### src/common/tcom_params.svh
`ifndef TCOM_PARAMS_SVH
`define TCOM_PARAMS_SVH
`define TCOM_ADDR_W 8
`define TCOM_IDX_W 6
`define TCOM_CTRL_A_IDX 6'h2f
`define TCOM_MODE_HI_IDX 6'h30
`define TCOM_CMP_A_IDX 6'h31
`define TCOM_CMP_B_IDX 6'h32
`define TCOM_STATUS_IDX 6'h33
`define TCOM_CODE_OFF 2'h0
`define TCOM_CODE_TOGGLE 2'h1
`define TCOM_CODE_CLEAR 2'h2
`define TCOM_CODE_SET 2'h3
`define TCOM_MAX 8'hff
`define TCOM_RESP_OKAY 2'h0
`define TCOM_RESP_SLVERR 2'h2
`endif

### src/common/tcom_pkg.sv
`default_nettype none
package tcom_pkg;
    typedef enum {
        TCOM_NORMAL,
        TCOM_CTC,
        TCOM_PHASE_MAX,
        TCOM_PHASE_CMP,
        TCOM_FAST_MAX,
        TCOM_FAST_CMP,
        TCOM_RSVD
    } tcom_wave_t;

    function automatic tcom_wave_t tcom_decode(input logic [2:0] sel);
        case (sel)
            3'h0: return TCOM_NORMAL;
            3'h1: return TCOM_PHASE_MAX;
            3'h2: return TCOM_CTC;
            3'h3: return TCOM_FAST_MAX;
            3'h5: return TCOM_PHASE_CMP;
            3'h7: return TCOM_FAST_CMP;
            default: return TCOM_RSVD;
        endcase
    endfunction
endpackage
`default_nettype wire

### src/common/tcom_ifs.sv
`default_nettype none
interface tcom_chan_if;
    logic [1:0] code;
    tcom_pkg::tcom_wave_t kind;
    logic mode_bit2;
    logic [7:0] cmp;
    logic [7:0] top;
    logic [7:0] count;
    logic tick;
    logic down;
    logic wave;
    logic conn;
    modport ctrl(output code, kind, mode_bit2, cmp, top, count, tick, down, input wave, conn);
    modport chan(input code, kind, mode_bit2, cmp, top, count, tick, down, output wave, conn);
endinterface

interface tcom_reg_if;
    logic wr_en;
    logic [5:0] wr_idx;
    logic [7:0] wr_data;
    logic wr_hit;
    logic [5:0] rd_idx;
    logic [7:0] rd_data;
    logic rd_hit;
    modport slave(output wr_en, wr_idx, wr_data, rd_idx, input wr_hit, rd_data, rd_hit);
    modport regs(input wr_en, wr_idx, wr_data, rd_idx, output wr_hit, rd_data, rd_hit);
endinterface
`default_nettype wire

### src/logic/tcom_wave_chan.sv
`include "tcom_params.svh"
`default_nettype none
module tcom_wave_chan #(
    parameter bit IS_A = 1'b1
) (
    input wire logic clk,
    input wire logic rst_n,
    tcom_chan_if.chan ch
);
    logic wave_reg, wave_next, conn_reg, conn_next;
    logic match, at_top, fast, pwm, cmp_is_top;

    always_comb begin
        match = ch.tick && (ch.count == ch.cmp);
        at_top = ch.tick && (ch.count == ch.top);
        fast = (ch.kind == tcom_pkg::TCOM_FAST_MAX) || (ch.kind == tcom_pkg::TCOM_FAST_CMP);
        pwm = fast || (ch.kind == tcom_pkg::TCOM_PHASE_MAX) || (ch.kind == tcom_pkg::TCOM_PHASE_CMP);
        cmp_is_top = ch.cmp == ch.top;
        wave_next = wave_reg;
        // channel a toggle in pwm needs the third mode bit, otherwise the pin is released
        conn_next = (ch.code != `TCOM_CODE_OFF) &&
                    !(pwm && ch.code == `TCOM_CODE_TOGGLE && IS_A && !ch.mode_bit2);
        if (!pwm) begin
            if (match && ch.kind != tcom_pkg::TCOM_RSVD) begin
                unique case (ch.code)
                    `TCOM_CODE_OFF: wave_next = wave_reg;
                    `TCOM_CODE_TOGGLE: wave_next = !wave_reg;
                    `TCOM_CODE_CLEAR: wave_next = 1'b0;
                    `TCOM_CODE_SET: wave_next = 1'b1;
                endcase
            end
        end else if (ch.code == `TCOM_CODE_TOGGLE) begin
            // channel b code 01 is reserved in pwm: output simply holds
            if (IS_A && ch.mode_bit2 && match) begin
                wave_next = !wave_reg;
            end
        end else if (ch.code[1]) begin
            // compare equal to top: the match is dropped, only the top action runs
            if (at_top && (fast || cmp_is_top)) begin
                wave_next = ch.code == `TCOM_CODE_CLEAR;
            end else if (match && !cmp_is_top) begin
                wave_next = (fast || !ch.down) ? (ch.code == `TCOM_CODE_SET)
                                               : (ch.code == `TCOM_CODE_CLEAR);
            end
        end
    end

    always_ff @(posedge clk or negedge rst_n) begin
        if (!rst_n) begin
            wave_reg <= 1'b0;
            conn_reg <= 1'b0;
        end else begin
            wave_reg <= wave_next;
            conn_reg <= conn_next;
        end
    end

    assign ch.wave = wave_reg;
    assign ch.conn = conn_reg;
endmodule
`default_nettype wire

### src/logic/tcom_axil_slave.sv
`include "tcom_params.svh"
`default_nettype none
module tcom_axil_slave (
    input wire logic clk,
    input wire logic rst_n,
    input wire logic s_axil_awvalid,
    output logic s_axil_awready,
    input wire logic [7:0] s_axil_awaddr,
    input wire logic s_axil_wvalid,
    output logic s_axil_wready,
    input wire logic [31:0] s_axil_wdata,
    input wire logic [3:0] s_axil_wstrb,
    output logic s_axil_bvalid,
    input wire logic s_axil_bready,
    output logic [1:0] s_axil_bresp,
    input wire logic s_axil_arvalid,
    output logic s_axil_arready,
    input wire logic [7:0] s_axil_araddr,
    output logic s_axil_rvalid,
    input wire logic s_axil_rready,
    output logic [31:0] s_axil_rdata,
    output logic [1:0] s_axil_rresp,
    tcom_reg_if.slave rg
);
    logic aw_have_reg, aw_have_next, w_have_reg, w_have_next, w_en_reg, w_en_next;
    logic [5:0] aw_idx_reg, aw_idx_next;
    logic [7:0] w_data_reg, w_data_next, rdata_reg, rdata_next;
    logic awready_reg, awready_next, wready_reg, wready_next, bvalid_reg, bvalid_next;
    logic arready_reg, arready_next, rvalid_reg, rvalid_next, commit;
    logic [1:0] bresp_reg, bresp_next, rresp_reg, rresp_next;

    always_comb begin
        commit = aw_have_reg && w_have_reg && !bvalid_reg;
        aw_have_next = aw_have_reg;
        aw_idx_next = aw_idx_reg;
        w_have_next = w_have_reg;
        w_data_next = w_data_reg;
        w_en_next = w_en_reg;
        bvalid_next = bvalid_reg;
        bresp_next = bresp_reg;
        if (s_axil_awvalid && awready_reg) begin
            aw_have_next = 1'b1;
            aw_idx_next = s_axil_awaddr[7:2];
        end
        if (s_axil_wvalid && wready_reg) begin
            w_have_next = 1'b1;
            w_data_next = s_axil_wdata[7:0];
            w_en_next = s_axil_wstrb[0];
        end
        if (commit) begin
            aw_have_next = 1'b0;
            w_have_next = 1'b0;
            bvalid_next = 1'b1;
            bresp_next = rg.wr_hit ? `TCOM_RESP_OKAY : `TCOM_RESP_SLVERR;
        end else if (bvalid_reg && s_axil_bready) begin
            bvalid_next = 1'b0;
        end
        awready_next = !aw_have_next && !bvalid_next;
        wready_next = !w_have_next && !bvalid_next;
        rvalid_next = rvalid_reg;
        rdata_next = rdata_reg;
        rresp_next = rresp_reg;
        if (s_axil_arvalid && arready_reg) begin
            rvalid_next = 1'b1;
            rdata_next = rg.rd_hit ? rg.rd_data : 8'h00;
            rresp_next = rg.rd_hit ? `TCOM_RESP_OKAY : `TCOM_RESP_SLVERR;
        end else if (rvalid_reg && s_axil_rready) begin
            rvalid_next = 1'b0;
        end
        arready_next = !rvalid_next;
    end

    always_ff @(posedge clk or negedge rst_n) begin
        if (!rst_n) begin
            aw_have_reg <= 1'b0;
            aw_idx_reg <= 6'h00;
            w_have_reg <= 1'b0;
            w_data_reg <= 8'h00;
            w_en_reg <= 1'b0;
            awready_reg <= 1'b0;
            wready_reg <= 1'b0;
            bvalid_reg <= 1'b0;
            bresp_reg <= 2'h0;
            arready_reg <= 1'b0;
            rvalid_reg <= 1'b0;
            rdata_reg <= 8'h00;
            rresp_reg <= 2'h0;
        end else begin
            aw_have_reg <= aw_have_next;
            aw_idx_reg <= aw_idx_next;
            w_have_reg <= w_have_next;
            w_data_reg <= w_data_next;
            w_en_reg <= w_en_next;
            awready_reg <= awready_next;
            wready_reg <= wready_next;
            bvalid_reg <= bvalid_next;
            bresp_reg <= bresp_next;
            arready_reg <= arready_next;
            rvalid_reg <= rvalid_next;
            rdata_reg <= rdata_next;
            rresp_reg <= rresp_next;
        end
    end

    assign rg.wr_en = commit && w_en_reg;
    assign rg.wr_idx = aw_idx_reg;
    assign rg.wr_data = w_data_reg;
    assign rg.rd_idx = s_axil_araddr[7:2];
    assign s_axil_awready = awready_reg;
    assign s_axil_wready = wready_reg;
    assign s_axil_bvalid = bvalid_reg;
    assign s_axil_bresp = bresp_reg;
    assign s_axil_arready = arready_reg;
    assign s_axil_rvalid = rvalid_reg;
    assign s_axil_rdata = {24'h000000, rdata_reg};
    assign s_axil_rresp = rresp_reg;
endmodule
`default_nettype wire

### src/logic/tcom_top.sv
// Behaviour
// - a nonzero output-mode field hands the channel's pin to its waveform output, except pwm channel a code 01 with third mode bit 0
// - non-pwm channel a: 00 off, 01 toggle, 10 clear, 11 set on match
// - non-pwm channel b: 00 off, 01 toggle, 10 clear, 11 set on match
// - pwm channel a code 01: released when third mode bit 0, toggles when 1
// - fast pwm channel a: 10 clears on match, sets at top; 11 inverse
// - fast pwm channel b: 01 reserved; 10 clear on match, set at top; 11 inverse
// - phase pwm channel a: 10 clears on up match, sets on down; 11 inverse
// - phase pwm channel b: 01 reserved; 10 clear up, set down; 11 inverse
// - pwm channel a, compare equal to top, high bit set: only top action
// - pwm channel b, compare equal to top, high bit set: only top action
// - control bits 3:2 read zero; whole control register resets to zero
// - three mode bits pick normal, phase pwm, clear-on-match, fast pwm or reserved
//
// The AXI4-Lite interface to the registers is this design's own decision.
`include "tcom_params.svh"
`default_nettype none
module tcom_top (
    input wire logic clk,
    input wire logic rst_n,
    input wire logic s_axil_awvalid,
    output logic s_axil_awready,
    input wire logic [7:0] s_axil_awaddr,
    input wire logic s_axil_wvalid,
    output logic s_axil_wready,
    input wire logic [31:0] s_axil_wdata,
    input wire logic [3:0] s_axil_wstrb,
    output logic s_axil_bvalid,
    input wire logic s_axil_bready,
    output logic [1:0] s_axil_bresp,
    input wire logic s_axil_arvalid,
    output logic s_axil_arready,
    input wire logic [7:0] s_axil_araddr,
    output logic s_axil_rvalid,
    input wire logic s_axil_rready,
    output logic [31:0] s_axil_rdata,
    output logic [1:0] s_axil_rresp,
    input wire logic [7:0] timer_count_value,
    input wire logic timer_tick,
    input wire logic timer_count_down,
    output logic chan_a_wave_out,
    output logic chan_b_wave_out,
    output logic chan_a_pin_override,
    output logic chan_b_pin_override
);
    logic [1:0] chan_a_output_mode_reg, chan_a_output_mode_next;
    logic [1:0] chan_b_output_mode_reg, chan_b_output_mode_next;
    logic [1:0] wave_low_reg, wave_low_next;
    logic waveform_mode_bit2_reg, waveform_mode_bit2_next;
    logic [7:0] chan_a_compare_value_reg, chan_a_compare_value_next;
    logic [7:0] chan_b_compare_value_reg, chan_b_compare_value_next;
    logic [7:0] ctrl_a_view, status_view;
    tcom_pkg::tcom_wave_t kind;
    logic [7:0] top_value;

    tcom_reg_if reg_bus();
    tcom_chan_if chan_bus[2]();

    tcom_axil_slave u_slave (
        .clk(clk),
        .rst_n(rst_n),
        .s_axil_awvalid(s_axil_awvalid),
        .s_axil_awready(s_axil_awready),
        .s_axil_awaddr(s_axil_awaddr),
        .s_axil_wvalid(s_axil_wvalid),
        .s_axil_wready(s_axil_wready),
        .s_axil_wdata(s_axil_wdata),
        .s_axil_wstrb(s_axil_wstrb),
        .s_axil_bvalid(s_axil_bvalid),
        .s_axil_bready(s_axil_bready),
        .s_axil_bresp(s_axil_bresp),
        .s_axil_arvalid(s_axil_arvalid),
        .s_axil_arready(s_axil_arready),
        .s_axil_araddr(s_axil_araddr),
        .s_axil_rvalid(s_axil_rvalid),
        .s_axil_rready(s_axil_rready),
        .s_axil_rdata(s_axil_rdata),
        .s_axil_rresp(s_axil_rresp),
        .rg(reg_bus.slave)
    );

    // register file: written fields steer the channels from the following cycle
    always_comb begin
        chan_a_output_mode_next = chan_a_output_mode_reg;
        chan_b_output_mode_next = chan_b_output_mode_reg;
        wave_low_next = wave_low_reg;
        waveform_mode_bit2_next = waveform_mode_bit2_reg;
        chan_a_compare_value_next = chan_a_compare_value_reg;
        chan_b_compare_value_next = chan_b_compare_value_reg;
        if (reg_bus.wr_en) begin
            unique case (reg_bus.wr_idx)
                `TCOM_CTRL_A_IDX: begin
                    chan_a_output_mode_next = reg_bus.wr_data[7:6];
                    chan_b_output_mode_next = reg_bus.wr_data[5:4];
                    wave_low_next = reg_bus.wr_data[1:0];
                end
                `TCOM_MODE_HI_IDX: waveform_mode_bit2_next = reg_bus.wr_data[0];
                `TCOM_CMP_A_IDX: chan_a_compare_value_next = reg_bus.wr_data;
                `TCOM_CMP_B_IDX: chan_b_compare_value_next = reg_bus.wr_data;
                default: ;
            endcase
        end
    end

    always_ff @(posedge clk or negedge rst_n) begin
        if (!rst_n) begin
            chan_a_output_mode_reg <= 2'h0;
            chan_b_output_mode_reg <= 2'h0;
            wave_low_reg <= 2'h0;
            waveform_mode_bit2_reg <= 1'b0;
            chan_a_compare_value_reg <= 8'h00;
            chan_b_compare_value_reg <= 8'h00;
        end else begin
            chan_a_output_mode_reg <= chan_a_output_mode_next;
            chan_b_output_mode_reg <= chan_b_output_mode_next;
            wave_low_reg <= wave_low_next;
            waveform_mode_bit2_reg <= waveform_mode_bit2_next;
            chan_a_compare_value_reg <= chan_a_compare_value_next;
            chan_b_compare_value_reg <= chan_b_compare_value_next;
        end
    end

    // reads are taken in the address cycle, so the mux is purely combinational
    always_comb begin
        ctrl_a_view = {chan_a_output_mode_reg, chan_b_output_mode_reg, 2'b00, wave_low_reg};
        status_view = {4'h0, chan_bus[1].conn, chan_bus[0].conn, chan_bus[1].wave,
                       chan_bus[0].wave};
        reg_bus.rd_hit = 1'b1;
        unique case (reg_bus.rd_idx)
            `TCOM_CTRL_A_IDX: reg_bus.rd_data = ctrl_a_view;
            `TCOM_MODE_HI_IDX: reg_bus.rd_data = {7'h00, waveform_mode_bit2_reg};
            `TCOM_CMP_A_IDX: reg_bus.rd_data = chan_a_compare_value_reg;
            `TCOM_CMP_B_IDX: reg_bus.rd_data = chan_b_compare_value_reg;
            `TCOM_STATUS_IDX: reg_bus.rd_data = status_view;
            default: begin
                reg_bus.rd_data = 8'h00;
                reg_bus.rd_hit = 1'b0;
            end
        endcase
    end

    // status is read-only: a write there is accepted and dropped
    assign reg_bus.wr_hit = (reg_bus.wr_idx == `TCOM_CTRL_A_IDX) ||
                            (reg_bus.wr_idx == `TCOM_MODE_HI_IDX) ||
                            (reg_bus.wr_idx == `TCOM_CMP_A_IDX) ||
                            (reg_bus.wr_idx == `TCOM_CMP_B_IDX) ||
                            (reg_bus.wr_idx == `TCOM_STATUS_IDX);

    always_comb begin
        kind = tcom_pkg::tcom_decode({waveform_mode_bit2_reg, wave_low_reg});
        // ctc and the compare-topped pwm modes share channel a's compare as top
        top_value = (kind == tcom_pkg::TCOM_CTC || kind == tcom_pkg::TCOM_PHASE_CMP ||
                     kind == tcom_pkg::TCOM_FAST_CMP) ? chan_a_compare_value_reg
                                                      : `TCOM_MAX;
    end

    for (genvar g = 0; g < 2; g++) begin : g_chan
        logic match, at_top, fast, phase, pwm, cmp_is_top;

        assign chan_bus[g].code = (g == 0) ? chan_a_output_mode_reg : chan_b_output_mode_reg;
        assign chan_bus[g].kind = kind;
        assign chan_bus[g].mode_bit2 = waveform_mode_bit2_reg;
        assign chan_bus[g].cmp = (g == 0) ? chan_a_compare_value_reg : chan_b_compare_value_reg;
        assign chan_bus[g].top = top_value;
        assign chan_bus[g].count = timer_count_value;
        assign chan_bus[g].tick = timer_tick;
        assign chan_bus[g].down = timer_count_down;

        tcom_wave_chan #(
            .IS_A(g == 0)
        ) u_chan (
            .clk(clk),
            .rst_n(rst_n),
            .ch(chan_bus[g].chan)
        );

        assign match = timer_tick && (timer_count_value == chan_bus[g].cmp);
        assign at_top = timer_tick && (timer_count_value == top_value);
        assign fast = (kind == tcom_pkg::TCOM_FAST_MAX) || (kind == tcom_pkg::TCOM_FAST_CMP);
        assign phase = (kind == tcom_pkg::TCOM_PHASE_MAX) || (kind == tcom_pkg::TCOM_PHASE_CMP);
        assign pwm = fast || phase;
        assign cmp_is_top = chan_bus[g].cmp == top_value;

        a_pin_override: assert property (@(posedge clk) disable iff (!rst_n)
            (!pwm && chan_bus[g].code != 2'h0) |=> chan_bus[g].conn)
            else $error("nonzero mode field did not take the pin");
        a_pin_released: assert property (@(posedge clk) disable iff (!rst_n)
            (chan_bus[g].code == 2'h0) |=> !chan_bus[g].conn)
            else $error("pin kept with mode field zero");
        a_nonpwm_toggle: assert property (@(posedge clk) disable iff (!rst_n)
            (kind == tcom_pkg::TCOM_NORMAL && chan_bus[g].code == 2'h1 && match)
            |=> (chan_bus[g].wave != $past(chan_bus[g].wave)))
            else $error("toggle on match missing");
        a_nonpwm_clear: assert property (@(posedge clk) disable iff (!rst_n)
            (kind == tcom_pkg::TCOM_CTC && chan_bus[g].code == 2'h2 && match)
            |=> !chan_bus[g].wave)
            else $error("clear on match missing");
        a_nonpwm_set: assert property (@(posedge clk) disable iff (!rst_n)
            (!pwm && kind != tcom_pkg::TCOM_RSVD && chan_bus[g].code == 2'h3 && match)
            |=> chan_bus[g].wave)
            else $error("set on match missing");
        a_fast_at_top: assert property (@(posedge clk) disable iff (!rst_n)
            (fast && chan_bus[g].code == 2'h2 && at_top) |=> chan_bus[g].wave)
            else $error("fast pwm top did not set output");
        a_fast_match: assert property (@(posedge clk) disable iff (!rst_n)
            (fast && chan_bus[g].code == 2'h3 && match && !cmp_is_top)
            ##1 (!timer_tick) [*2] |-> chan_bus[g].wave)
            else $error("inverted fast pwm match did not set output");
        a_phase_up: assert property (@(posedge clk) disable iff (!rst_n)
            (phase && chan_bus[g].code == 2'h2 && match && !cmp_is_top && !timer_count_down)
            |=> !chan_bus[g].wave)
            else $error("phase pwm up match did not clear");
        a_phase_down: assert property (@(posedge clk) disable iff (!rst_n)
            (phase && chan_bus[g].code == 2'h2 && match && !cmp_is_top && timer_count_down)
            |=> chan_bus[g].wave)
            else $error("phase pwm down match did not set");
        a_top_ignore: assert property (@(posedge clk) disable iff (!rst_n)
            (pwm && chan_bus[g].code == 2'h3 && cmp_is_top && at_top) |=> !chan_bus[g].wave)
            else $error("match at top not ignored");

        if (g == 0) begin : g_a
            a_a_toggle_off: assert property (@(posedge clk) disable iff (!rst_n)
                (pwm && chan_bus[0].code == 2'h1 && !waveform_mode_bit2_reg)
                |=> !chan_bus[0].conn)
                else $error("channel a toggle kept pin without third bit");
            a_a_toggle_on: assert property (@(posedge clk) disable iff (!rst_n)
                (pwm && chan_bus[0].code == 2'h1 && waveform_mode_bit2_reg && match)
                |=> (chan_bus[0].wave != $past(chan_bus[0].wave)) && chan_bus[0].conn)
                else $error("channel a pwm toggle missing");
        end else begin : g_b
            a_b_reserved: assert property (@(posedge clk) disable iff (!rst_n)
                (pwm && chan_bus[1].code == 2'h1) |=> $stable(chan_bus[1].wave))
                else $error("reserved channel b code moved output");
        end
    end

    a_rsvd_read_zero: assert property (@(posedge clk) disable iff (!rst_n)
        (s_axil_arvalid && s_axil_arready && s_axil_araddr[7:2] == `TCOM_CTRL_A_IDX)
        |=> s_axil_rvalid && (s_axil_rdata[3:2] == 2'b00))
        else $error("reserved control bits read nonzero");
    a_write_applies: assert property (@(posedge clk) disable iff (!rst_n)
        (reg_bus.wr_en && reg_bus.wr_idx == `TCOM_CTRL_A_IDX)
        |=> ((ctrl_a_view ^ $past(reg_bus.wr_data)) & 8'hf3) == 8'h00)
        else $error("control write not applied next cycle");
    a_top_from_cmp: assert property (@(posedge clk) disable iff (!rst_n)
        (waveform_mode_bit2_reg && wave_low_reg == 2'h1) |-> top_value == chan_a_compare_value_reg)
        else $error("phase pwm mode 5 top is not compare a");
    a_top_is_max: assert property (@(posedge clk) disable iff (!rst_n)
        (!waveform_mode_bit2_reg && wave_low_reg[0]) |-> top_value == `TCOM_MAX)
        else $error("mode 1 or 3 top is not max");

    assign chan_a_wave_out = chan_bus[0].wave;
    assign chan_b_wave_out = chan_bus[1].wave;
    assign chan_a_pin_override = chan_bus[0].conn;
    assign chan_b_pin_override = chan_bus[1].conn;
endmodule
`default_nettype wire

### config.mk
export PLATFORM = sky130hd
export DESIGN_NAME = tcom_top
export DESIGN_NICKNAME = d
export VERILOG_FILES = /design/src/common/tcom_pkg.sv /design/src/common/tcom_ifs.sv /design/src/logic/tcom_wave_chan.sv /design/src/logic/tcom_axil_slave.sv /design/src/logic/tcom_top.sv
export VERILOG_INCLUDE_DIRS = /design/src /design/src/common
export SDC_FILE = /design/constraint.sdc
export NUM_CORES = 1
export LEC_CHECK = 0
export ABC_AREA = 1
export ABC_CLOCK_PERIOD_IN_PS = 1900
export BUFFER_PORTS_ARGS = -buffer_cell sky130_fd_sc_hd__buf_2
export CELL_PAD_IN_SITES_DETAIL_PLACEMENT = 0
export CELL_PAD_IN_SITES_GLOBAL_PLACEMENT = 1
export CORE_ASPECT_RATIO = 1.2
export CORE_MARGIN = 4
export CORE_UTILIZATION = 34
export CTS_CLUSTER_SIZE = 30
export DETAILED_ROUTE_END_ITERATION = 8
export GPL_ROUTABILITY_DRIVEN = 0
export PLACE_DENSITY_LB_ADDON = 0.1
export SKIP_CTS_REPAIR_TIMING = 1
export SLEW_MARGIN = 20
export SYNTH_ARGS = -nofsm -noshare
export SYNTH_HDL_FRONTEND = slang
export SYNTH_HIERARCHICAL = 1
export SYNTH_SLANG_ARGS = --single-unit
### constraint.sdc
create_clock -name clk -period 1.9 [get_ports clk]
set_input_delay 0.285 -clock clk [delete_from_list [all_inputs] [get_ports clk]]
set_output_delay 0.285 -clock clk [all_outputs]
set_load 0.01 [all_outputs]
### Word level (Yosys, flattened, before mapping)

Index checks and enable logic that the tools add are counted.

| word-level totals | value |
|---|---|
| flip-flop bits (word level) | 61 |

| cells by class | value |
|---|---|
| reductions and logical operators | 61 |
| eq/ne operators | 40 |
| muxes and demuxes | 32 |

Operator list:

| cell | count |
|---|---|
| $eq A6 B6 Y1 const B | 10 |
| $eq A8 B8 Y1 | 5 |
| $pmux W8 S5 | 1 |
| $eq A32 B2 Y1 const B | 1 |
| $mux W1 | 24 |
| $logic_and A1 B1 Y1 | 23 |
| $pmux W3 S6 | 1 |
| $mux W8 | 2 |
| $eq A3 B2 Y1 const B | 4 |
| $eq A3 B3 Y1 const B | 4 |
| $logic_not A1 Y1 | 12 |
| $logic_or A1 B1 Y1 | 12 |
| $reduce_and A5 Y1 | 2 |
| $ne A3 B3 Y1 const B | 3 |
| $eq A2 B2 Y1 const B | 4 |
| $reduce_and A2 Y1 | 4 |
| $reduce_bool A2 Y1 | 4 |
| $ne A2 B2 Y1 const B | 3 |
| $pmux W1 S3 | 2 |
| $reduce_or A5 Y1 | 1 |
| $eq A2 B1 Y1 const B | 2 |
| $logic_not A2 Y1 | 2 |
| $mux W2 | 2 |
| $ne A4 B4 Y1 const B | 1 |
| 4 further kinds | 4 |

### Depth between registers and ports, before layout

Gate-level depths: netlist (run 1).

| depth | value |
|---|---|
| depth after elaboration | 14 |
| mapped depth | 17 |

### Cells and area by module

The synthesis (run 1) kept the hierarchy.

Modules (own cells, without submodules):

| module | instances | area an instance (um^2) | cells each | seq. area each (um^2) |
|---|---|---|---|---|
| tcom_axil_slave | 1 | 1526.5 | 171 | 800.8 |
| tcom_top | 1 | 1450.1 | 198 | 575.6 |
| tcom_wave_chan (g_chan[0].u_chan) | 1 | 767.0 | 151 | 50.0 |
| tcom_wave_chan (g_chan[1].u_chan) | 1 | 651.9 | 130 | 50.0 |

### Worst setup path after synthesis (run 1)

Ideal clock, no wire load.

| timing | value |
|---|---|
| path kind | flip-flop to flip-flop |
| start | register wave_low_reg[0] |
| end | register g_chan[1].u_chan.wave_reg |
| slack | -76 ps |
| arrival | 1857 ps |
| required time | 1781 ps |
| stages on the path, launching flop included | 17 |
| setup time | 119 ps |
| period minus slack after synthesis | 1976 ps |
| cell sequence | dfrtp_1 inv_1 nand2_1 a21oi_2 nand2_1 xnor2_1 nand2_1 nor2_1 nand2_1 nand2_1 nand2_1 nand2_1 nand2_1 nand2_1 nand3_1 nor2_1 nor2_1 |

| on the way | value |
|---|---|
| cells in the longest elaborated chain, start to end | 13 |

Ends and longest elaborated chain:

| item | line | RTL |
|---|---|---|
| from (decl) | tcom_top.sv:48 | `logic [1:0] wave_low_reg, wave_low_next;` |
| from (signal assigned) | tcom_top.sv:116 | `wave_low_reg <= wave_low_next;` |
| $eq A3 B3 Y1, or another cell as far along | tcom_pkg.sv:14 | `case (sel)` |
| $pmux W3 S6 * | tcom_pkg.sv:14 |  |
| via chan_bus[0].kind[0] | tcom_ifs.sv:4 | `tcom_pkg::tcom_wave_t kind;` |
| $eq A32 B2 Y1 or $eq A3 B2 Y1 (tied branches) | tcom_top.sv:152, tcom_wave_chan.sv:17 |  |
| $logic_or A1 B1 Y1 | tcom_top.sv:152 | `top_value = (kind == tcom_pkg::TCOM_CTC \|\| kind == tcom_pkg::TCOM_PHASE_CMP \|\|` |
| $logic_or A1 B1 Y1 * | tcom_top.sv:152 |  |
| $mux W8 (no line) * | n/a |  |
| via chan_bus[0].top[0] | tcom_ifs.sv:7 | `logic [7:0] top;` |
| $eq A8 B8 Y1 (on tied branches) | tcom_wave_chan.sv:15, tcom_wave_chan.sv:18 |  |
| $logic_and A1 B1 Y1 or $logic_or A1 B1 Y1 (tied branches) | tcom_wave_chan.sv:15, tcom_wave_chan.sv:39 |  |
| $logic_and A1 B1 Y1 | tcom_wave_chan.sv:39 | `if (at_top && (fast \|\| cmp_is_top)) begin` |
| $mux W1 | tcom_wave_chan.sv:39 |  |
| $mux W1 | tcom_wave_chan.sv:37 | `end else if (ch.code[1]) begin` |
| $mux W1 | tcom_wave_chan.sv:32 | `` end else if (ch.code == `TCOM_CODE_TOGGLE) begin `` |
| $mux W1 | tcom_wave_chan.sv:23 | `if (!pwm) begin` |
| to (signal assigned) | tcom_wave_chan.sv:53 | `wave_reg <= wave_next;` |
| to (decl) | tcom_wave_chan.sv:10 | `logic wave_reg, wave_next, conn_reg, conn_next;` |

The timed path passes the listed nets; every way through them passes the cells marked *. The select of a mux whose other input is x is not followed.
A chain may end at the register's enable or synchronous reset.

### Worst setup path after layout (run 1)

Same ends and word-level chain as after synthesis.

==> results of run 1 <==
-- area by class of cell --
| type | instances | area, µm² |
|---|---|---|
| Clock buffer | 13 | 280 |
| Clock inverter | 3 | 43.8 |
| Tap cell | 164 | 205 |
| Sequential cell | 59 | 1480 |
| Timing Repair Buffer | 82 | 524 |
| Fill cell | 1357 | 7010 |
| Multi-Input combinational cell | 547 | 2800 |
| Inverter | 89 | 334 |
-- per-layer routing --
| metal | GRT usage | wire [µm] | vias up |
|---|---|---|---|
| li1 | - | - | 2169 |
| met4 | 0.0656 | 321 | 0 |
| met5 | 0 | 0 | - |
| met3 | 0.0348 | 415 | 20 |
| met1 | 0.180 | 4870 | 1842 |
| met2 | 0.274 | 5740 | 63 |
-- per-stage QoR --
step / area (µm²) / TNS, ps / std cells
6_report: 5660 / -401 / 957
4_1_cts: 5380 / -658 / 951
3_3_place_gp: 5050 / -513 / 935
3_5_place_dp: 5050 / -613 / 935
5_1_grt: 5660 / -765 / 957
2_1_floorplan: 4720 / -23.1 / 734
-- power groups by stage --
stage | Combinational [mW] | Clock (mW) | Sequential [mW]
CTS | 1.86 | 1.77 | 1.88
floorplan | 1.36 | 0 | 1.84
global placement | 1.84 | 0 | 1.88
finish | 2.19 | 1.73 | 1.88
detailed placement | 1.86 | 0 | 1.89
global route | 2.47 | 1.82 | 1.93
-- synthesized netlist by cell type --
master / count / area, µm²
sky130_fd_sc_hd__a21oi_2: 5 / 43.8
sky130_fd_sc_hd__nand3_2: 4 / 40.0
sky130_fd_sc_hd__xnor2_1: 23 / 201
sky130_fd_sc_hd__nor2_2: 20 / 125
sky130_fd_sc_hd__o22ai_1: 1 / 6.26
sky130_fd_sc_hd__nand3_1: 49 / 245
sky130_fd_sc_hd__inv_1: 80 / 300
sky130_fd_sc_hd__clkinv_1: 2 / 7.51
sky130_fd_sc_hd__dfrtp_1: 59 / 1480
sky130_fd_sc_hd__xor2_1: 3 / 26.3
sky130_fd_sc_hd__nor3_2: 1 / 10.0
sky130_fd_sc_hd__o21ai_0: 8 / 40.0
sky130_fd_sc_hd__o21ai_1: 12 / 60.1
sky130_fd_sc_hd__nand2_2: 7 / 43.8
sky130_fd_sc_hd__and2_1: 1 / 6.26
sky130_fd_sc_hd__nand2_1: 211 / 792
sky130_fd_sc_hd__a21oi_1: 6 / 30.0
sky130_fd_sc_hd__buf_6: 6 / 67.6
sky130_fd_sc_hd__nand4_1: 11 / 68.8
sky130_fd_sc_hd__o21a_1: 1 / 7.51
sky130_fd_sc_hd__inv_2: 7 / 26.3
sky130_fd_sc_hd__nand3b_1: 1 / 7.51
sky130_fd_sc_hd__buf_4: 33 / 248
sky130_fd_sc_hd__o21ai_2: 16 / 140
sky130_fd_sc_hd__nand3_4: 1 / 17.5
sky130_fd_sc_hd__nor2_1: 73 / 274
sky130_fd_sc_hd__nor4b_1: 1 / 8.76
sky130_fd_sc_hd__conb_1: 2 / 7.51
sky130_fd_sc_hd__nand2_4: 2 / 22.5
sky130_fd_sc_hd__nor2_4: 4 / 45.0
-- worst min-delay path by stage --
stage / start / endpoint / slack (ps) / cells after the start
after floorplan: rst_n / chan_a_compare_value_reg[0] / -10 / 0
after global placement: rst_n / u_slave/rg.wr_idx[1] / 310 / 2
final: s_axil_bready / u_slave/s_axil_bvalid / 170 / 2
after CTS: rst_n / chan_a_compare_value_reg[0] / -30 / 2
after detailed placement: rst_n / u_slave/rg.wr_idx[1] / 320 / 2
after global routing: s_axil_bready / u_slave/s_axil_bvalid / 190 / 2
-- cells by family after synthesis --
kind of cell | after synthesis
simple gates | 386
buf+inv | 128
flops | 59
compound gates | 49
xor+xnor | 26
other cells | 2
==> impl_metrics.py, run 1 <==
metrics = {
    "drt": {
        "remaining_drc_errors": 0,
        "final_antenna_violating_net_count": 0,
        "drtPass1Iterations": 4,
        "drt-vias-per-instance": 4.28,
        "first_iter_violations": 141,
        "finalWirelength_um": 11300,
        "num_vias": 4094,
        "wl_per_cell_um": 11.9,
    },
    "synthesis": {
        "netlist-cell-type-count": 30,
        "yosys_warnings": 6,
        "number_of_synthesized_register_bits": 59,
        "yosysSeqAreaShare": 0.336,
        "synthesized_area_um2": 4400,
        "syn_avg_cell_area_um2": 6.76,
        "largest_family_of_logic_cells_by_synthesized_area": "simple AND/OR/NAND/NOR gates",
        "post_synthesis_xor_xnor_area_fraction": 0.0518,
        "synth_simple_gate_area_share": 0.388,
        "syn_inst": 650,
        "post_synth_fa_ha_maj_area_fraction": 0,
        "synth_compound_area_frac": 0.0746,
        "post_synth_mux_area_share": 0,
    },
    "clock_network": {
        "cts_inserted_buffers": 9,
        "cts-root-buf": "sky130_fd_sc_hd__clkbuf_16",
        "cts_buffer_depth": 2,
        "clock_latency_ps": 330,
        "htreeDepth": 3,
        "tritoncts": "yes",
        "clkSinkCount": 59,
        "clock_transition_at_the_registers_of_the_reported_paths_ps": 60,
    },
    "worst_setup_path": {
        "critPathMaxFanout": 5,
        "crit_end": "g_chan[1].u_chan/ch.wave",
        "rrSetupSlack_ps": -230,
        "timing_worst_setup_path_type": "register to register",
        "reg2reg_to": "g_chan[1].u_chan/ch.wave",
        "critPathBufInv": 3,
        "worst-path-stages": 17,
        "timing.critical_path.from_type": "register",
        "cpLargestDelayFamily": "simple AND/OR/NAND/NOR gates",
        "crit_chain": "inv_2 > nand2_2 > a21oi_4 > clkbuf_16 > nand2_8 > inv_1 > nor2_1 > nor2_1 > nand3_1 > nor2_2 > nand2_2 > nand2_1 > nand2_1 > nand2_2 > nand3_2 > nor2_2 > nor2_1",
        "slowest_stage": "sky130_fd_sc_hd__dfrtp_1",
        "arrival_ps": 2350,
        "reg2regPathDepth": 17,
        "crit_start": "wave_low_reg[0]",
        "critPathCaptureType": "register",
        "cp.required_ps": 2120,
        "critical_path.max_stage_delay_ps": 420,
        "worst_r2r_startpoint": "wave_low_reg[0]",
    },
    "min_path": {
        "hold_path_class": "input pin to register",
    },
    "sta": {
        "fin_worst_skew_ps": 5.64,
        "rsz0062_at_grt": "true",
        "post-route-period-util": 1.12,
        "holdWs_ps": 174,
        "fmax_mhz": 470,
        "final_max_slew_viol_count": 0,
        "final-setup-viol-count": 2,
        "final_report_hold_violation_count": 0,
        "min_period_ps": 2130,
        "timing.final.ws_setup_ps": -227,
    },
    "place": {
        "pre_cts_ws_ps": -290,
        "io_buffer_count": 56,
        "detailedPlacementHpwl_um": 9060,
    },
    "global_routing": {
        "grt_antenna_before_repair": 0,
        "grt_pass1_wl_um": 18500,
        "grt_start_max_net_pins": 60,
        "via_count_of_the_first_global_routing_pass": 3852,
        "grt_use_total": 0.155,
        "grt_overflow": 0,
    },
    "finish": {
        "drive_above_1_share": 0.245,
        "layout.nets": 857,
        "final_cell_mix": "sky130_fd_sc_hd__nand2_1, sky130_fd_sc_hd__conb_1, sky130_fd_sc_hd__inv_1, sky130_fd_sc_hd__nor2_1, sky130_fd_sc_hd__dfrtp_1",
        "final_core_util": 0.447,
        "layout_commonest_cell": "sky130_fd_sc_hd__nand2_1",
        "antenna_cells": 0,
        "area_growth_pct": 28.8,
    },
    "floorplanning": {
        "width_of_the_chip_um": 112,
        "die_h_um": 133,
        "io_pins": 114,
        "placementRows": 45,
        "die-area_um2": 14800,
        "core-area_um2": 12700,
        "initial_utilization": 0.347,
    },
    "power": {
        "combinationalPowerShare": 0.378,
        "worst_ir_drop_vdd_v": 0.000696,
        "power.clock.fraction": 0.298,
        "static-leakage-power_nw": 3.04,
        "p_switching_mw": 2.16,
        "portion_of_total_power_attributed_to_sequential_cells": 0.324,
        "fin_total_pwr_mw": 5.80,
        "powerDensity_nw_per_um2": 1020,
        "power.share.switching": 0.373,
        "internal_power_mw": 3.64,
    },
    "outcome": {
        "run_status": "finished with violations",
        "violated_checks": "setup timing",
    },
    "run": {
        "cap_violations": 0,
    },
}
(Power assumes the default switching activity.)
==> run 2: changes to the inputs <==
--- a/config.mk
+++ b/config.mk
@@ -7,13 +7,13 @@
 export NUM_CORES = 1
 export LEC_CHECK = 0
 export ABC_AREA = 1
-export ABC_CLOCK_PERIOD_IN_PS = 1900
+export ABC_CLOCK_PERIOD_IN_PS = 2600
 export BUFFER_PORTS_ARGS = -buffer_cell sky130_fd_sc_hd__buf_2
 export CELL_PAD_IN_SITES_DETAIL_PLACEMENT = 0
 export CELL_PAD_IN_SITES_GLOBAL_PLACEMENT = 1
 export CORE_ASPECT_RATIO = 1.2
 export CORE_MARGIN = 4
-export CORE_UTILIZATION = 34
+export CORE_UTILIZATION = 40
 export CTS_CLUSTER_SIZE = 30
 export DETAILED_ROUTE_END_ITERATION = 8
 export GPL_ROUTABILITY_DRIVEN = 0
==> constraint.sdc (replaced) <==
create_clock -name clk -period 2.6 [get_ports clk]
set_input_delay 0.39 -clock clk [delete_from_list [all_inputs] [get_ports clk]]
set_output_delay 0.39 -clock clk [all_outputs]
set_load 0.01 [all_outputs]
==> run 2 against run 1 <==
The flow now finishes without violations; critical path depth down 1; largest cell class unchanged; count of clock-buffer cells in the layout down 3; critical path type unchanged; fmax fell by 5.9%; first-iteration DRC count up 41%; non-clock buffer count down 21; global-route usage up 1.6 points; clock power down 29%.
==> impl_metrics.py, run 2 (synthesis gave the netlist of run 1 again) <==
metrics = {
    "finish": {
        "final_cell_mix": "sky130_fd_sc_hd__nand2_1, sky130_fd_sc_hd__conb_1, sky130_fd_sc_hd__inv_1, sky130_fd_sc_hd__nor2_1, sky130_fd_sc_hd__dfrtp_1",
        "area_growth_pct": 18.2,
        "layout_commonest_cell": "sky130_fd_sc_hd__nand2_1",
        "antenna_cells": 0,
        "drive_above_1_share": 0.188,
        "layout.nets": 836,
    },
    "worst_setup_path": {
        "timing_worst_setup_path_type": "register to register",
        "timing.critical_path.from_type": "register",
        "rrSetupSlack_ps": 340,
        "critPathMaxFanout": 9,
        "reg2reg_to": "g_chan[1].u_chan/ch.wave",
        "crit_end": "g_chan[1].u_chan/ch.wave",
        "crit_start": "chan_bus[0].mode_bit2",
        "critPathCaptureType": "register",
        "reg2regPathDepth": 16,
        "worst_r2r_startpoint": "chan_bus[0].mode_bit2",
        "cp.required_ps": 2820,
        "arrival_ps": 2480,
    },
    "drt": {
        "wl_per_cell_um": 11.7,
        "drt-vias-per-instance": 4.41,
        "drtPass1Iterations": 5,
        "first_iter_violations": 199,
        "finalWirelength_um": 10600,
        "num_vias": 3969,
        "final_antenna_violating_net_count": 0,
        "remaining_drc_errors": 0,
    },
    "min_path": {
        "hold_path_class": "input pin to asynchronous set/reset pin",
    },
    "power": {
        "worst_ir_drop_vdd_v": 0.000603,
        "combinationalPowerShare": 0.317,
        "power.clock.fraction": 0.320,
        "internal_power_mw": 2.38,
        "static-leakage-power_nw": 2.81,
        "p_switching_mw": 1.47,
        "powerDensity_nw_per_um2": 741,
        "power.share.switching": 0.383,
        "portion_of_total_power_attributed_to_sequential_cells": 0.363,
    },
    "global_routing": {
        "via_count_of_the_first_global_routing_pass": 3670,
        "grt_pass1_wl_um": 17500,
        "grt_antenna_before_repair": 0,
        "grt_start_max_net_pins": 38,
        "grt_overflow": 0,
        "grt_use_total": 0.171,
    },
    "clock_network": {
        "htreeDepth": 3,
        "cts_inserted_buffers": 9,
        "tritoncts": "yes",
        "cts-root-buf": "sky130_fd_sc_hd__clkbuf_16",
        "clock_latency_ps": 330,
        "cts_buffer_depth": 2,
        "clkSinkCount": 59,
        "clock_transition_at_the_registers_of_the_reported_paths_ps": 50,
    },
    "sta": {
        "setup_tns_ps": 0,
        "post-route-period-util": 0.869,
        "fin_worst_skew_ps": 8.74,
        "rsz0062_at_grt": "false",
        "holdWs_ps": 157,
        "relSlewSlack": 0.452,
        "min_period_ps": 2260,
        "final_max_slew_viol_count": 0,
        "fmax_mhz": 442,
        "final-setup-viol-count": 0,
        "final_report_hold_violation_count": 0,
        "worstMarginPinSlew_ps": 821,
    },
    "floorplanning": {
        "io_pins": 114,
        "core-area_um2": 10600,
        "initial_utilization": 0.414,
        "die_h_um": 123,
        "width_of_the_chip_um": 104,
        "die-area_um2": 12700,
        "placementRows": 41,
    },
    "run": {
        "cap_violations": 0,
    },
    "place": {
        "detailedPlacementHpwl_um": 8520,
        "io_buffer_count": 56,
    },
    "outcome": {
        "run_status": "complete, no violations",
    },
}
==> run 2: cell count changes in the layout (fill, tap and decap cells not counted), moves of 3 or more <==
| cell | delta |
|---|---|
| sky130_fd_sc_hd__nor2_1 | +5 |
| sky130_fd_sc_hd__nand2_1 | +12 |
| sky130_fd_sc_hd__clkbuf_8 | -3 |
| sky130_fd_sc_hd__nand2_4 | -3 |
| sky130_fd_sc_hd__xnor2_1 | +8 |
| sky130_fd_sc_hd__xnor2_2 | -8 |
| sky130_fd_sc_hd__nor2_2 | -5 |
| sky130_fd_sc_hd__nand2_8 | -5 |
| sky130_fd_sc_hd__nand2_2 | -4 |
| sky130_fd_sc_hd__buf_4 | -16 |
==> run 2: metal layers <==
metal / vias to the layer above / part of all wire / GRT usage / routed length [µm]
met3: 11 / 0.029 / 0.0263 / 310
li1: 2126 / - / - / -
met5: - / 0 / 0 / 0
met1: 1779 / 0.43 / 0.203 / 4550
met4: 0 / 0.013 / 0.0524 / 140
met2: 53 / 0.53 / 0.321 / 5580
==> run 2: layout make-up <==
| type | instances | area (µm²) |
|---|---|---|
| Inverter | 89 | 334 |
| Clock inverter | 6 | 71.3 |
| Fill cell | 1172 | 5420 |
| Timing Repair Buffer | 61 | 318 |
| Clock buffer | 10 | 239 |
| Sequential cell | 59 | 1480 |
| Multi-Input combinational cell | 547 | 2590 |
| Tap cell | 129 | 161 |
==> run 2: power groups by stage <==
stage / combinational [mW] / sequential, mW / clock (mW)
3_5_place_dp: 1.22 / 1.42 / 0
4_1_cts: 1.22 / 1.40 / 1.26
5_1_grt: 1.40 / 1.44 / 1.30
6_report: 1.22 / 1.40 / 1.23
2_1_floorplan: 0.987 / 1.34 / 0
3_3_place_gp: 1.20 / 1.41 / 0
==> run 2: worst min path at each step <==
stage,cells after the start,endpoint,start
3_3_place_gp,2,u_slave/rg.wr_data[3],u_slave/rg.wr_data[3]
4_1_cts,1,u_slave/s_axil_rresp[1],rst_n
2_1_floorplan,0,chan_a_compare_value_reg[0],rst_n
6_report,1,u_slave/rg.wr_idx[5],rst_n
3_5_place_dp,2,u_slave/rg.wr_data[3],u_slave/rg.wr_data[3]
5_1_grt,1,u_slave/aw_have_reg,rst_n
==> run 2: critical path, stage by stage, from the launching register on <==
cell and delay [ps]:
sky130_fd_sc_hd__dfrtp_1 380, sky130_fd_sc_hd__inv_1 140, sky130_fd_sc_hd__nor2_1 100, sky130_fd_sc_hd__a21oi_4 270, sky130_fd_sc_hd__nand2_1 250, sky130_fd_sc_hd__xnor2_1 200, sky130_fd_sc_hd__nand2_1 80, sky130_fd_sc_hd__nor2_1 110
sky130_fd_sc_hd__nand2_1 80, sky130_fd_sc_hd__nand2_1 70, sky130_fd_sc_hd__nand2_1 80, sky130_fd_sc_hd__nand2_1 70, sky130_fd_sc_hd__nand2_1 50, sky130_fd_sc_hd__nand2_1 80, sky130_fd_sc_hd__nand3_1 60, sky130_fd_sc_hd__nor2_1 80
sky130_fd_sc_hd__nor2_1 40
==> run 2: stage by stage <==
step / utilization / setup WS, ps / std cells / power (mW) / instance area [µm²]
after CTS: 0.488 / 172 / 901 / 3.89 / 5180
after detailed placement: 0.459 / 184 / 885 / 2.64 / 4870
final: 0.489 / 340 / 901 / 3.85 / 5190
after global placement: 0.459 / 213 / 885 / 2.61 / 4870
after floorplan: - / 624 / 734 / 2.33 / 4710
after global routing: 0.489 / 81.3 / 901 / 4.14 / 5190
